File: src/verilog/vme_bridge_consts.svh
/*
 * register offsets, field positions, reset values and timing counts
 * assumes: included by bare name from the design files
 */
`ifndef VME_BRIDGE_CONSTS_SVH
`define VME_BRIDGE_CONSTS_SVH

// register offsets
`define OFF_REQUESTER   8'h03
`define OFF_MASTER      8'h05
`define OFF_SLAVE       8'h07
`define OFF_TIMEOUT     8'h09
`define OFF_ERR_STATUS  8'h15

// requester register fields
`define BIT_WANTS_BUS   7
`define BIT_HOLDS_BUS   6

// master register fields
`define BIT_DELAY_ACK   7
`define BIT_OLDER_CPU   6
`define BIT_MST_POST    5
`define BIT_CACHE_FILL  4
`define BIT_SHORT_ADDR  2
`define BIT_STD_ADDR    1

// slave register fields
`define BIT_SLV_EN      7
`define BIT_SLV_POST    5
`define BIT_SLV_NARROW  0

// timeout register fields
`define LSB_LOCAL_SEL   0
`define LSB_ACCESS_SEL  2
`define LSB_BUS_SEL     4
`define BIT_ARB_EN      6

// error status fields
`define BIT_LOCAL_TO    0

// reset values
`define RST_MASTER      8'h00
`define RST_SLAVE       8'h00
`define RST_TIMEOUT     8'h00

// timing
`define CLK_NS          40
`define T_1K            20'd1024
`define T_2K            20'd2048
`define T_4K            20'd4096
`define ARB_WAIT_CYC    13'd4096
`define ARB_HOLD_NS     90
`define ARB_HOLD_CYC    ((`ARB_HOLD_NS + `CLK_NS - 1) / `CLK_NS)
`define ACK_DELAY_CYC   2'd2

// address modifier upper bits
`define AM_SHORT        3'b101
`define AM_STD          3'b111
`define AM_EXT          3'b001

`endif

File: src/verilog/vme_bridge_pkg.sv
/*
 * types shared by the bridge configuration and timeout logic
 * assumes: nothing beyond a SystemVerilog compiler
 */
package vme_bridge_pkg;

	// master cycle sequencer
	typedef enum logic [2:0] {
		M_IDLE,
		M_WAIT_BUS,
		M_STROBE,
		M_ACK_DLY,
		M_ACK,
		M_POST,
		M_ABORT
	} mstate_t;

endpackage

File: src/verilog/vme_bridge_config_and_timeouts.sv
/*
 * configuration registers, master cycle control and the four watchdog
 * timers of a local bus to VMEbus bridge.
 * assumes: requester supplies bus_held; slave logic supplies slave_busy
 * on clk; every pin input is asynchronous and synchronised here.
 */
// The address-and-strobe port is this design's own decision.
// Operation
// - short address gives AM 101, standard 111
// - function codes copied onto AM2..AM0
// - cache fill makes reads fetch 4 bytes
// - master posting acknowledges writes early
// - posting waits for mastership if slave enabled
// - posted write errors not reported as berr
// - lockup break: berr plus halt unless older
// - abort local cycle while slave accessed
// - delayed ack adds delay after dtack
// - narrow slave bit limits to D08/D16
// - slave posting acknowledges VMEbus writes early
// - slave responds only when enabled
// - arbitration and bus timers need syscon
// - local timer start, stop, expiry effects
// - local timeout select 1K/2K/4K/off
// - access timer start, stop, berr on expiry
// - access timeout select 1K/16K/524290/off
// - bus timer runs on data strobes, BERR
// - bus timeout select 1K/2K/4K/off
// - arbitration timeout drives BBSY 90ns
// - holds bus reflects mastership, wants requests
`timescale 1ns/1ns
`include "vme_bridge_consts.svh"

module vme_bridge_config_and_timeouts #(
	parameter logic [19:0] ACC_MID_CYC  = 20'd16384,
	parameter logic [19:0] ACC_LONG_CYC = 20'd524290
) (
	// clock and reset
	input  wire logic       clk,
	input  wire logic       resetn,
	// register port
	input  wire logic [7:0] reg_addr,
	input  wire logic [7:0] reg_wdata,
	input  wire logic       reg_wr,
	input  wire logic       reg_rd,
	output logic      [7:0] reg_rdata,
	// local bus pins
	input  wire logic       local_data_strobe_n,
	input  wire logic       local_write,
	input  wire logic [2:0] fc,
	input  wire logic       vme_window_select_in_n,
	input  wire logic       local_int_ack_in_n,
	input  wire logic       short_io_select_in_n,
	input  wire logic       standard_address_select_in_n,
	input  wire logic       system_controller_select_in_n,
	output logic            local_bus_error_out_n,
	output logic            local_halt_out_n,
	output logic      [1:0] local_data_ack_out_n,
	// VMEbus pins
	input  wire logic       dtack_n,
	input  wire logic       berr_in_n,
	input  wire logic [1:0] vme_ds_in_n,
	input  wire logic       bus_grant_n,
	input  wire logic       bbsy_in_n,
	input  wire logic       quad_capable,
	output logic      [5:0] am_out,
	output logic            vme_strobe_out,
	output logic            quad_read_out,
	output logic            berr_out_n,
	output logic            bbsy_out_n,
	// neighbouring blocks on clk
	input  wire logic       bus_held,
	input  wire logic       slave_busy,
	output logic            wants_bus,
	output logic            posted_error,
	output logic            slave_enable,
	output logic            slave_narrow,
	output logic            slave_posting
);

	localparam int NS = 17;

	logic [NS-1:0] s1_q;
	logic [NS-1:0] s2_q;
	logic [7:0]    master_q;
	logic [7:0]    slave_q;
	logic [7:0]    timeout_q;
	logic          wants_q;
	logic          lto_flag_q;
	logic [7:0]    rdata_q;
	logic [12:0]   lcnt_q;
	logic [19:0]   acnt_q;
	logic [12:0]   bcnt_q;
	logic [12:0]   arb_q;
	logic [1:0]    hold_q;
	logic          bbsy_drv_q;
	logic          lto_err_q;
	logic          ato_err_q;
	logic          vberr_q;
	logic [1:0]    dly_q;
	logic          local_berr_q;
	logic          halt_q;
	logic [1:0]    ack_q;
	logic [5:0]    am_q;
	logic          quad_q;
	logic          perr_q;
	vme_bridge_pkg::mstate_t st_q;

	// synchronised pins, active high
	logic ds, wr, vsel, iack, shrt, std24, syscon, dtack, berr;
	logic vds, bg, bbsy, quad;
	logic [2:0] fcs;
	logic lt_run, lt_exp, at_run, at_exp, bt_run, bt_exp, arb_exp;
	logic [19:0] lt_lim, at_lim, bt_lim;
	logic wr_en;

	// limit for the 1K/2K/4K timers, code 3 is off
	function automatic logic [19:0] short_lim(input logic [1:0] s);
		case (s)
			2'b00:   short_lim = `T_1K;
			2'b01:   short_lim = `T_2K;
			default: short_lim = `T_4K;
		endcase
	endfunction

	// two-flop synchroniser for all pin inputs
	always_ff @(posedge clk or negedge resetn) begin
		if (!resetn) begin
			s1_q <= '0;
			s2_q <= '0;
		end else begin
			s1_q <= {~local_data_strobe_n, local_write,
				~vme_window_select_in_n, ~local_int_ack_in_n,
				~short_io_select_in_n,
				~standard_address_select_in_n,
				~system_controller_select_in_n, fc,
				~dtack_n, ~berr_in_n, ~vme_ds_in_n,
				~bus_grant_n, ~bbsy_in_n, quad_capable};
			s2_q <= s1_q;
		end
	end

	assign {ds, wr, vsel, iack, shrt, std24, syscon, fcs, dtack, berr}
		= s2_q[16:5];
	assign vds  = |s2_q[4:3];
	assign bg   = s2_q[2];
	assign bbsy = s2_q[1];
	assign quad = s2_q[0];

	// register writes
	assign wr_en = reg_wr;
	always_ff @(posedge clk or negedge resetn) begin
		if (!resetn) begin
			master_q  <= `RST_MASTER;
			slave_q   <= `RST_SLAVE;
			timeout_q <= `RST_TIMEOUT;
			wants_q   <= 1'b0;
		end else if (wr_en) begin
			case (reg_addr)
				`OFF_MASTER:    master_q  <= reg_wdata;
				`OFF_SLAVE:     slave_q   <= reg_wdata;
				`OFF_TIMEOUT:   timeout_q <= {1'b0, reg_wdata[6:0]};
				`OFF_REQUESTER: wants_q   <= reg_wdata[`BIT_WANTS_BUS];
				default:        ;
			endcase
		end
	end

	// read data, one cycle after the strobe, zero otherwise
	always_ff @(posedge clk or negedge resetn) begin
		if (!resetn)
			rdata_q <= 8'h00;
		else if (reg_rd) begin
			case (reg_addr)
				`OFF_MASTER:     rdata_q <= master_q;
				`OFF_SLAVE:      rdata_q <= slave_q;
				`OFF_TIMEOUT:    rdata_q <= timeout_q;
				`OFF_REQUESTER:  rdata_q <= {wants_q, bus_held, 6'h00};
				`OFF_ERR_STATUS: rdata_q <= {7'h00, lto_flag_q};
				default:         rdata_q <= 8'h00;
			endcase
		end else
			rdata_q <= 8'h00;
	end
	assign reg_rdata = rdata_q;

	// requester and slave configuration outputs
	assign wants_bus     = wants_q;
	assign slave_enable  = slave_q[`BIT_SLV_EN];
	assign slave_narrow  = slave_q[`BIT_SLV_NARROW];
	assign slave_posting = slave_q[`BIT_SLV_POST];

	// local bus timer: runs on strobe, stops on select or iack
	assign lt_lim = short_lim(timeout_q[1:0]);
	assign lt_run = ds && !vsel && !iack &&
		(timeout_q[1:0] != 2'b11);
	assign lt_exp = lt_run && ({7'h00, lcnt_q} == lt_lim - 20'd1);
	always_ff @(posedge clk or negedge resetn) begin
		if (!resetn) begin
			lcnt_q    <= '0;
			lto_err_q <= 1'b0;
		end else if (!lt_run) begin
			lcnt_q    <= '0;
			lto_err_q <= lto_err_q && ds;
		end else if (lt_exp)
			lto_err_q <= 1'b1;
		else if (!lto_err_q)
			lcnt_q <= lcnt_q + 13'd1;
	end

	// local timeout flag, a new timeout wins over a clear
	always_ff @(posedge clk or negedge resetn) begin
		if (!resetn)
			lto_flag_q <= 1'b0;
		else if (lt_exp)
			lto_flag_q <= 1'b1;
		else if (wr_en && reg_addr == `OFF_ERR_STATUS &&
			reg_wdata[`BIT_LOCAL_TO])
			lto_flag_q <= 1'b0;
	end

	// access timer: runs while waiting for mastership, stopped while strobes run
	always_comb begin
		case (timeout_q[3:2])
			2'b00:   at_lim = `T_1K;
			2'b01:   at_lim = ACC_MID_CYC;
			default: at_lim = ACC_LONG_CYC;
		endcase
	end
	assign at_run = ds && (vsel || iack) &&
		st_q != vme_bridge_pkg::M_STROBE &&
		st_q != vme_bridge_pkg::M_ACK_DLY &&
		st_q != vme_bridge_pkg::M_ACK &&
		(timeout_q[3:2] != 2'b11);
	assign at_exp = at_run && (acnt_q == at_lim - 20'd1);
	always_ff @(posedge clk or negedge resetn) begin
		if (!resetn) begin
			acnt_q    <= '0;
			ato_err_q <= 1'b0;
		end else if (!at_run) begin
			acnt_q    <= '0;
			ato_err_q <= ato_err_q && ds;
		end else if (at_exp)
			ato_err_q <= 1'b1;
		else if (!ato_err_q)
			acnt_q <= acnt_q + 20'd1;
	end

	// VMEbus bus timer, only as system controller
	assign bt_lim = short_lim(timeout_q[5:4]);
	assign bt_run = syscon && vds && (timeout_q[5:4] != 2'b11);
	assign bt_exp = bt_run && ({7'h00, bcnt_q} == bt_lim - 20'd1);
	always_ff @(posedge clk or negedge resetn) begin
		if (!resetn) begin
			bcnt_q  <= '0;
			vberr_q <= 1'b0;
		end else if (!bt_run) begin
			bcnt_q  <= '0;
			vberr_q <= 1'b0;
		end else if (bt_exp)
			vberr_q <= 1'b1;
		else if (!vberr_q)
			bcnt_q <= bcnt_q + 13'd1;
	end
	assign berr_out_n = ~vberr_q;

	// arbitration timer: grant without busy for 4096 clocks
	assign arb_exp = (arb_q == `ARB_WAIT_CYC - 13'd1);
	always_ff @(posedge clk or negedge resetn) begin
		if (!resetn) begin
			arb_q      <= '0;
			hold_q     <= '0;
			bbsy_drv_q <= 1'b0;
		end else if (bbsy_drv_q) begin
			arb_q <= '0;
			if (hold_q == 2'(`ARB_HOLD_CYC - 1))
				bbsy_drv_q <= 1'b0;
			else
				hold_q <= hold_q + 2'd1;
		end else if (syscon && timeout_q[`BIT_ARB_EN] && bg && !bbsy)
		begin
			if (arb_exp) begin
				bbsy_drv_q <= 1'b1;
				hold_q     <= '0;
			end else
				arb_q <= arb_q + 13'd1;
		end else
			arb_q <= '0;
	end
	assign bbsy_out_n = ~bbsy_drv_q;

	// address modifier computed from selects and function codes
	always_ff @(posedge clk or negedge resetn) begin
		if (!resetn) begin
			am_q   <= 6'h00;
			quad_q <= 1'b0;
		end else begin
			if (master_q[`BIT_SHORT_ADDR] || shrt)
				am_q[5:3] <= `AM_SHORT;
			else if (master_q[`BIT_STD_ADDR] || std24)
				am_q[5:3] <= `AM_STD;
			else
				am_q[5:3] <= `AM_EXT;
			am_q[2:0] <= fcs;
			quad_q <= master_q[`BIT_CACHE_FILL] && !wr && quad;
		end
	end
	assign am_out        = am_q;
	assign quad_read_out = quad_q;

	// master cycle sequencer with posting, lockup abort, ack delay
	always_ff @(posedge clk or negedge resetn) begin
		if (!resetn) begin
			st_q  <= vme_bridge_pkg::M_IDLE;
			dly_q <= '0;
			perr_q <= 1'b0;
		end else begin
			perr_q <= 1'b0;
			case (st_q)
				vme_bridge_pkg::M_IDLE:
					if (ds && vsel)
						st_q <= vme_bridge_pkg::M_WAIT_BUS;
				vme_bridge_pkg::M_WAIT_BUS:
					if (!ds)
						st_q <= vme_bridge_pkg::M_IDLE;
					else if (slave_busy && !bus_held)
						st_q <= vme_bridge_pkg::M_ABORT;
					else if (master_q[`BIT_MST_POST] && wr &&
						(!slave_q[`BIT_SLV_EN] || bus_held))
						st_q <= vme_bridge_pkg::M_ACK;
					else if (bus_held)
						st_q <= vme_bridge_pkg::M_STROBE;
				vme_bridge_pkg::M_STROBE:
					if (dtack || berr) begin
						dly_q <= '0;
						st_q  <= master_q[`BIT_DELAY_ACK] ?
							vme_bridge_pkg::M_ACK_DLY :
							vme_bridge_pkg::M_ACK;
					end
				vme_bridge_pkg::M_ACK_DLY:
					if (dly_q == `ACK_DELAY_CYC - 2'd1)
						st_q <= vme_bridge_pkg::M_ACK;
					else
						dly_q <= dly_q + 2'd1;
				vme_bridge_pkg::M_ACK:
					if (!ds)
						st_q <= (master_q[`BIT_MST_POST] && wr &&
							!vds && !dtack) ?
							vme_bridge_pkg::M_POST :
							vme_bridge_pkg::M_IDLE;
				vme_bridge_pkg::M_POST:
					if (bus_held && (dtack || berr)) begin
						perr_q <= berr;
						st_q   <= vme_bridge_pkg::M_IDLE;
					end
				vme_bridge_pkg::M_ABORT:
					if (!ds)
						st_q <= vme_bridge_pkg::M_IDLE;
				default:
					st_q <= vme_bridge_pkg::M_IDLE;
			endcase
		end
	end
	assign posted_error = perr_q;
	assign vme_strobe_out = (st_q == vme_bridge_pkg::M_STROBE) ||
		(st_q == vme_bridge_pkg::M_POST && bus_held);

	// registered local acknowledge, bus error and halt
	always_ff @(posedge clk or negedge resetn) begin
		if (!resetn) begin
			local_berr_q <= 1'b0;
			halt_q       <= 1'b0;
			ack_q        <= 2'b00;
		end else begin
			local_berr_q <= lto_err_q || ato_err_q ||
				st_q == vme_bridge_pkg::M_ABORT ||
				(st_q == vme_bridge_pkg::M_ACK && berr &&
				!master_q[`BIT_MST_POST]);
			halt_q <= st_q == vme_bridge_pkg::M_ABORT &&
				!master_q[`BIT_OLDER_CPU];
			ack_q <= (st_q == vme_bridge_pkg::M_ACK && ds && !berr)
				? 2'b11 : 2'b00;
		end
	end
	assign local_bus_error_out_n = ~local_berr_q;
	assign local_halt_out_n      = ~halt_q;
	assign local_data_ack_out_n  = ~ack_q;

endmodule // vme_bridge_config_and_timeouts

File: config.mk
export PLATFORM = sky130hd
export DESIGN_NAME = vme_bridge_config_and_timeouts
export DESIGN_NICKNAME = d
export VERILOG_FILES = /design/src/verilog/vme_bridge_pkg.sv /design/src/verilog/vme_bridge_config_and_timeouts.sv
export VERILOG_INCLUDE_DIRS = /design/src /design/src/verilog
export SDC_FILE = /design/constraint.sdc
export NUM_CORES = 1
export LEC_CHECK = 0
export BUFFER_PORTS_ARGS = -buffer_cell sky130_fd_sc_hd__buf_2
export CAP_MARGIN = 30
export CORE_MARGIN = 4
export CORE_UTILIZATION = 29
export DETAILED_ROUTE_END_ITERATION = 10
export PLACE_DENSITY = 0.55
export SETUP_SLACK_MARGIN = 0.05
export SYNTH_ARGS = -nofsm -noshare
export SYNTH_HDL_FRONTEND = slang
export SYNTH_SLANG_ARGS = --single-unit
File: constraint.sdc
create_clock -name clk -period 4 [get_ports clk]
set_clock_uncertainty 0.15 [all_clocks]
set_input_delay 0.4 -clock clk [delete_from_list [all_inputs] [get_ports clk]]
set_output_delay 0.4 -clock clk [all_outputs]
set_load 0.05 [all_outputs]
==> metrics.txt <==
leakage component of the power=3.51 nW; placeable core region=22600 um^2; Yosys top cell by area=sky130_fd_sc_hd__dfrtp_1; startpoint of the lowest-slack register-to-register path=timeout_q[1]$_DFFE_PN0P_; number of warnings reported in the yosys synthesis log=0; number of synthesized flops with an enable pin=0; most used standard cell by instance count after synthesis=sky130_fd_sc_hd__dfrtp_1; remaining number of nets flagged by the antenna check after routing=0; Worst Min Path Start=reg_wdata[4]; final wirelength=roughly 14 mm; Gates resized, CTS repair=0; number of antenna violations at the first check in global routing=0; number of global-route vias before repair=approximately 4700; Die Footprint=approximately 26000 um^2; latest clock arrival within the worst-skew pair=0.41 ns; cell at the root of the clock tree=sky130_fd_sc_hd__clkbuf_16; First DRT Iteration DRCs=281; total number of placement rows=55; number of fill cells in the layout=2259; setup TNS=0 ns; normalized max-slew margin=0.359; critical path peak fanout=10; Mapped Cells=610; number of antenna cells inserted=0; power density over the cells=about 440 nW/um^2; clock period minus final worst setup slack=3.08 ns; part of the cycle the worst path needs=0.770; clock buffers created by TritonCTS=17; largest net degree at the start of global routing=~100; Netlist Area Pre-Place=6690 um^2; CTS tree=yes; Fin Hold WS=0.106 ns; level count of the clock H-tree=4; unique cell type count in the Yosys netlist=64; wire length of the first global-routing pass=24.4 mm; share of layout cells above drive strength 1=0.216; CP Launch Type=flip-flop; most used standard cells in the synthesized netlist=sky130_fd_sc_hd__dfrtp_1, sky130_fd_sc_hd__nor2_1, sky130_fd_sc_hd__nand2_1; unrepaired setup endpoints after global routing=no; portion of the post-synthesis area used by sequential elements=0.554; clock transition time at the flip-flop clock pins of the worst setup and hold paths=0.06 ns; weighted congestion reported at the end of routability-driven placement=between 0.7 and 0.8; Crit. End Element=flip-flop; Die X-Extent=160 um; Max Transition Viols Final=0; die span in y=160 um; transition time at the pin with the least slew margin=0.951 ns; total iterations of the first detailed-routing run=5; required time of the critical path=between 4 and 5 ns; Arrival @ worst endpoint=~3.2 ns; type of the worst min-delay path=in2reg; top-level port count=66; maximum buffer depth of the clock tree=2; area share of the largest cell type after synthesis=0.554; top_reg_cell synth=sky130_fd_sc_hd__dfrtp_1; vias=4673; final count of negative-setup-slack endpoints=0; post-CTS setup buffer count=0; quantity of I/O buffers inserted on ports=65; clock sink count=148; leading cell types by total area after synthesis=sky130_fd_sc_hd__dfrtp_1, sky130_fd_sc_hd__mux2_2, sky130_fd_sc_hd__xnor2_1, sky130_fd_sc_hd__nor2_1, sky130_fd_sc_hd__nand2_1; number of nets in the layout=754; number of failing hold endpoints at the final stage=0; Syn-to-layout area delta=21.0%; detailed placement HPWL=9.93 mm; All-Layer GR Usage=0.116; initial cell density of the core=0.295; asr flop ratio synth=1.00; Synth Register Bits=approximately 150; average footprint of a synthesized cell=11.0 um^2; result of the run=finished clean; vias per cell=about 4.7; max-cap viol count=0; critical path type=reg2reg; Syn Nets=661; Max Clock Freq=325 MHz; Congestion Overflow GR=0; routed wirelength normalized by instance count=14.1 um; drc violations=0; CP Launch Point=timeout_q[1]$_DFFE_PN0P_; maximum VDD drop=0.000304 V
-- critical path, cell delays in order (launching register included) --
cell and delay [ns]:
sky130_fd_sc_hd__dfrtp_1 0.43, sky130_fd_sc_hd__or2_2 0.33, sky130_fd_sc_hd__ha_1 0.20, sky130_fd_sc_hd__ha_1 0.18, sky130_fd_sc_hd__or4b_2 0.60, sky130_fd_sc_hd__nor3_1 0.21
sky130_fd_sc_hd__a32oi_1 0.26, sky130_fd_sc_hd__buf_4 0.25, sky130_fd_sc_hd__nand4_1 0.11, sky130_fd_sc_hd__xor2_1 0.16, sky130_fd_sc_hd__nor2_1 0.06
-- metrics by stage --
step / cell area [um^2] / total power, mW / setup WS [ns] / utilization / cells
global placement: 7330 / 2.05 / 0.849 / 0.324 / 949
detailed placement: 7340 / 2.06 / 0.816 / 0.324 / 950
global route: 8090 / 3.71 / 0.810 / 0.357 / 1001
floorplan: 6690 / 1.92 / 1.18 / - / 610
CTS: 8080 / 3.59 / 0.806 / 0.357 / 1000
finish: 8090 / 3.53 / 0.922 / 0.357 / 1001
-- layer usage --
metal / up-vias / part of all wire / routed length [um] / GRT usage
li1: 2310 / - / - / -
met1: 2264 / 0.49 / 6960 / 0.160
met2: 85 / 0.47 / 6580 / 0.183
met3: 14 / 0.025 / 359 / 0.0209
met4: 0 / 0.013 / 182 / 0.0418
met5: - / 0 / 0 / 0
-- cells in the final DEF, fill, tap and decap left out, types with 7 or more instances in the layout --
cell type and count:
sky130_fd_sc_hd__a21oi_1 17, sky130_fd_sc_hd__a222oi_1 8, sky130_fd_sc_hd__buf_2 64, sky130_fd_sc_hd__clkbuf_16 17
sky130_fd_sc_hd__clkinvlp_4 7, sky130_fd_sc_hd__dfrtp_1 148, sky130_fd_sc_hd__dlygate4sd3_1 18, sky130_fd_sc_hd__ha_1 12
sky130_fd_sc_hd__inv_1 35, sky130_fd_sc_hd__mux2_2 27, sky130_fd_sc_hd__nand2_1 46, sky130_fd_sc_hd__nand2b_1 7
sky130_fd_sc_hd__nand3_1 24, sky130_fd_sc_hd__nand4_1 19, sky130_fd_sc_hd__nor2_1 74, sky130_fd_sc_hd__nor3_1 19
sky130_fd_sc_hd__o21ai_0 12, sky130_fd_sc_hd__or3_1 7, sky130_fd_sc_hd__xnor2_1 34, sky130_fd_sc_hd__xor2_1 17
-- flip-flops by register name, summed over array words and instances, names as in the netlist, 2 cells and up --
register   cells
s2_q          17
acnt_q        20
dly_q          2
bcnt_q        13
hold_q         2
timeout_q      7
reg_rdata      8
s1_q          17
master_q       8
lcnt_q        13
slave_q        8
st_q           3
arb_q         13
am_out         6
-- final timing paths --
check                      slack [ns]                      to  cells past startpoint
max                              0.92  lcnt_q[12]$_DFFE_PN0P_                     10
min                              0.11  slave_q[4]$_DFFE_PN0P_                      2
max reg2reg                      0.92  lcnt_q[12]$_DFFE_PN0P_                     10
min reg2reg                      0.20       s2_q[1]$_DFF_PN0_                      0
max in group asynchronous        2.30    arb_q[5]$_DFFE_PN0P_                      3
min in group asynchronous        0.51       s1_q[7]$_DFF_PN0_                      2
-- area by class of cell --
type / instances / area, um^2 / area share
Timing Repair Buffer: 88 / 549 / 0.0679
Inverter: 35 / 131 / 0.0162
Sequential cell: 148 / 3700 / 0.458
Clock inverter: 14 / 130 / 0.0161
Multi-Input combinational cell: 413 / 2790 / 0.345
Tap cell: 285 / 357 / 0.0441
Clock buffer: 18 / 429 / 0.0531
-- power by group --
part | leakage, nW | total (mW) | switching (mW) | internal [mW]
clock | 0.253 | 1.49 | 0.631 | 0.862
sequential | 1.96 | 1.64 | 0.0784 | 1.56
combinational | 1.30 | 0.396 | 0.231 | 0.165
-- kinds of logic after synthesis --
group,after synthesis,synth area share
simple gates,246,0.195
compound gates,72,0.0809
other cells,1,0.000561
xor+xnor,51,0.0668
flops,148,0.554
mux,31,0.0517
buf+inv,49,0.0288
fa+ha+maj,12,0.0225
-- repair_timing --
| action | in CTS | in global routing |
|---|---|---|
| endpoints found under the hold margin | 50 | 0 |
| hold buffers | 18 | 0 |
| setup endpoints to repair | 0 | 0 |
(Power assumes the default switching activity.)
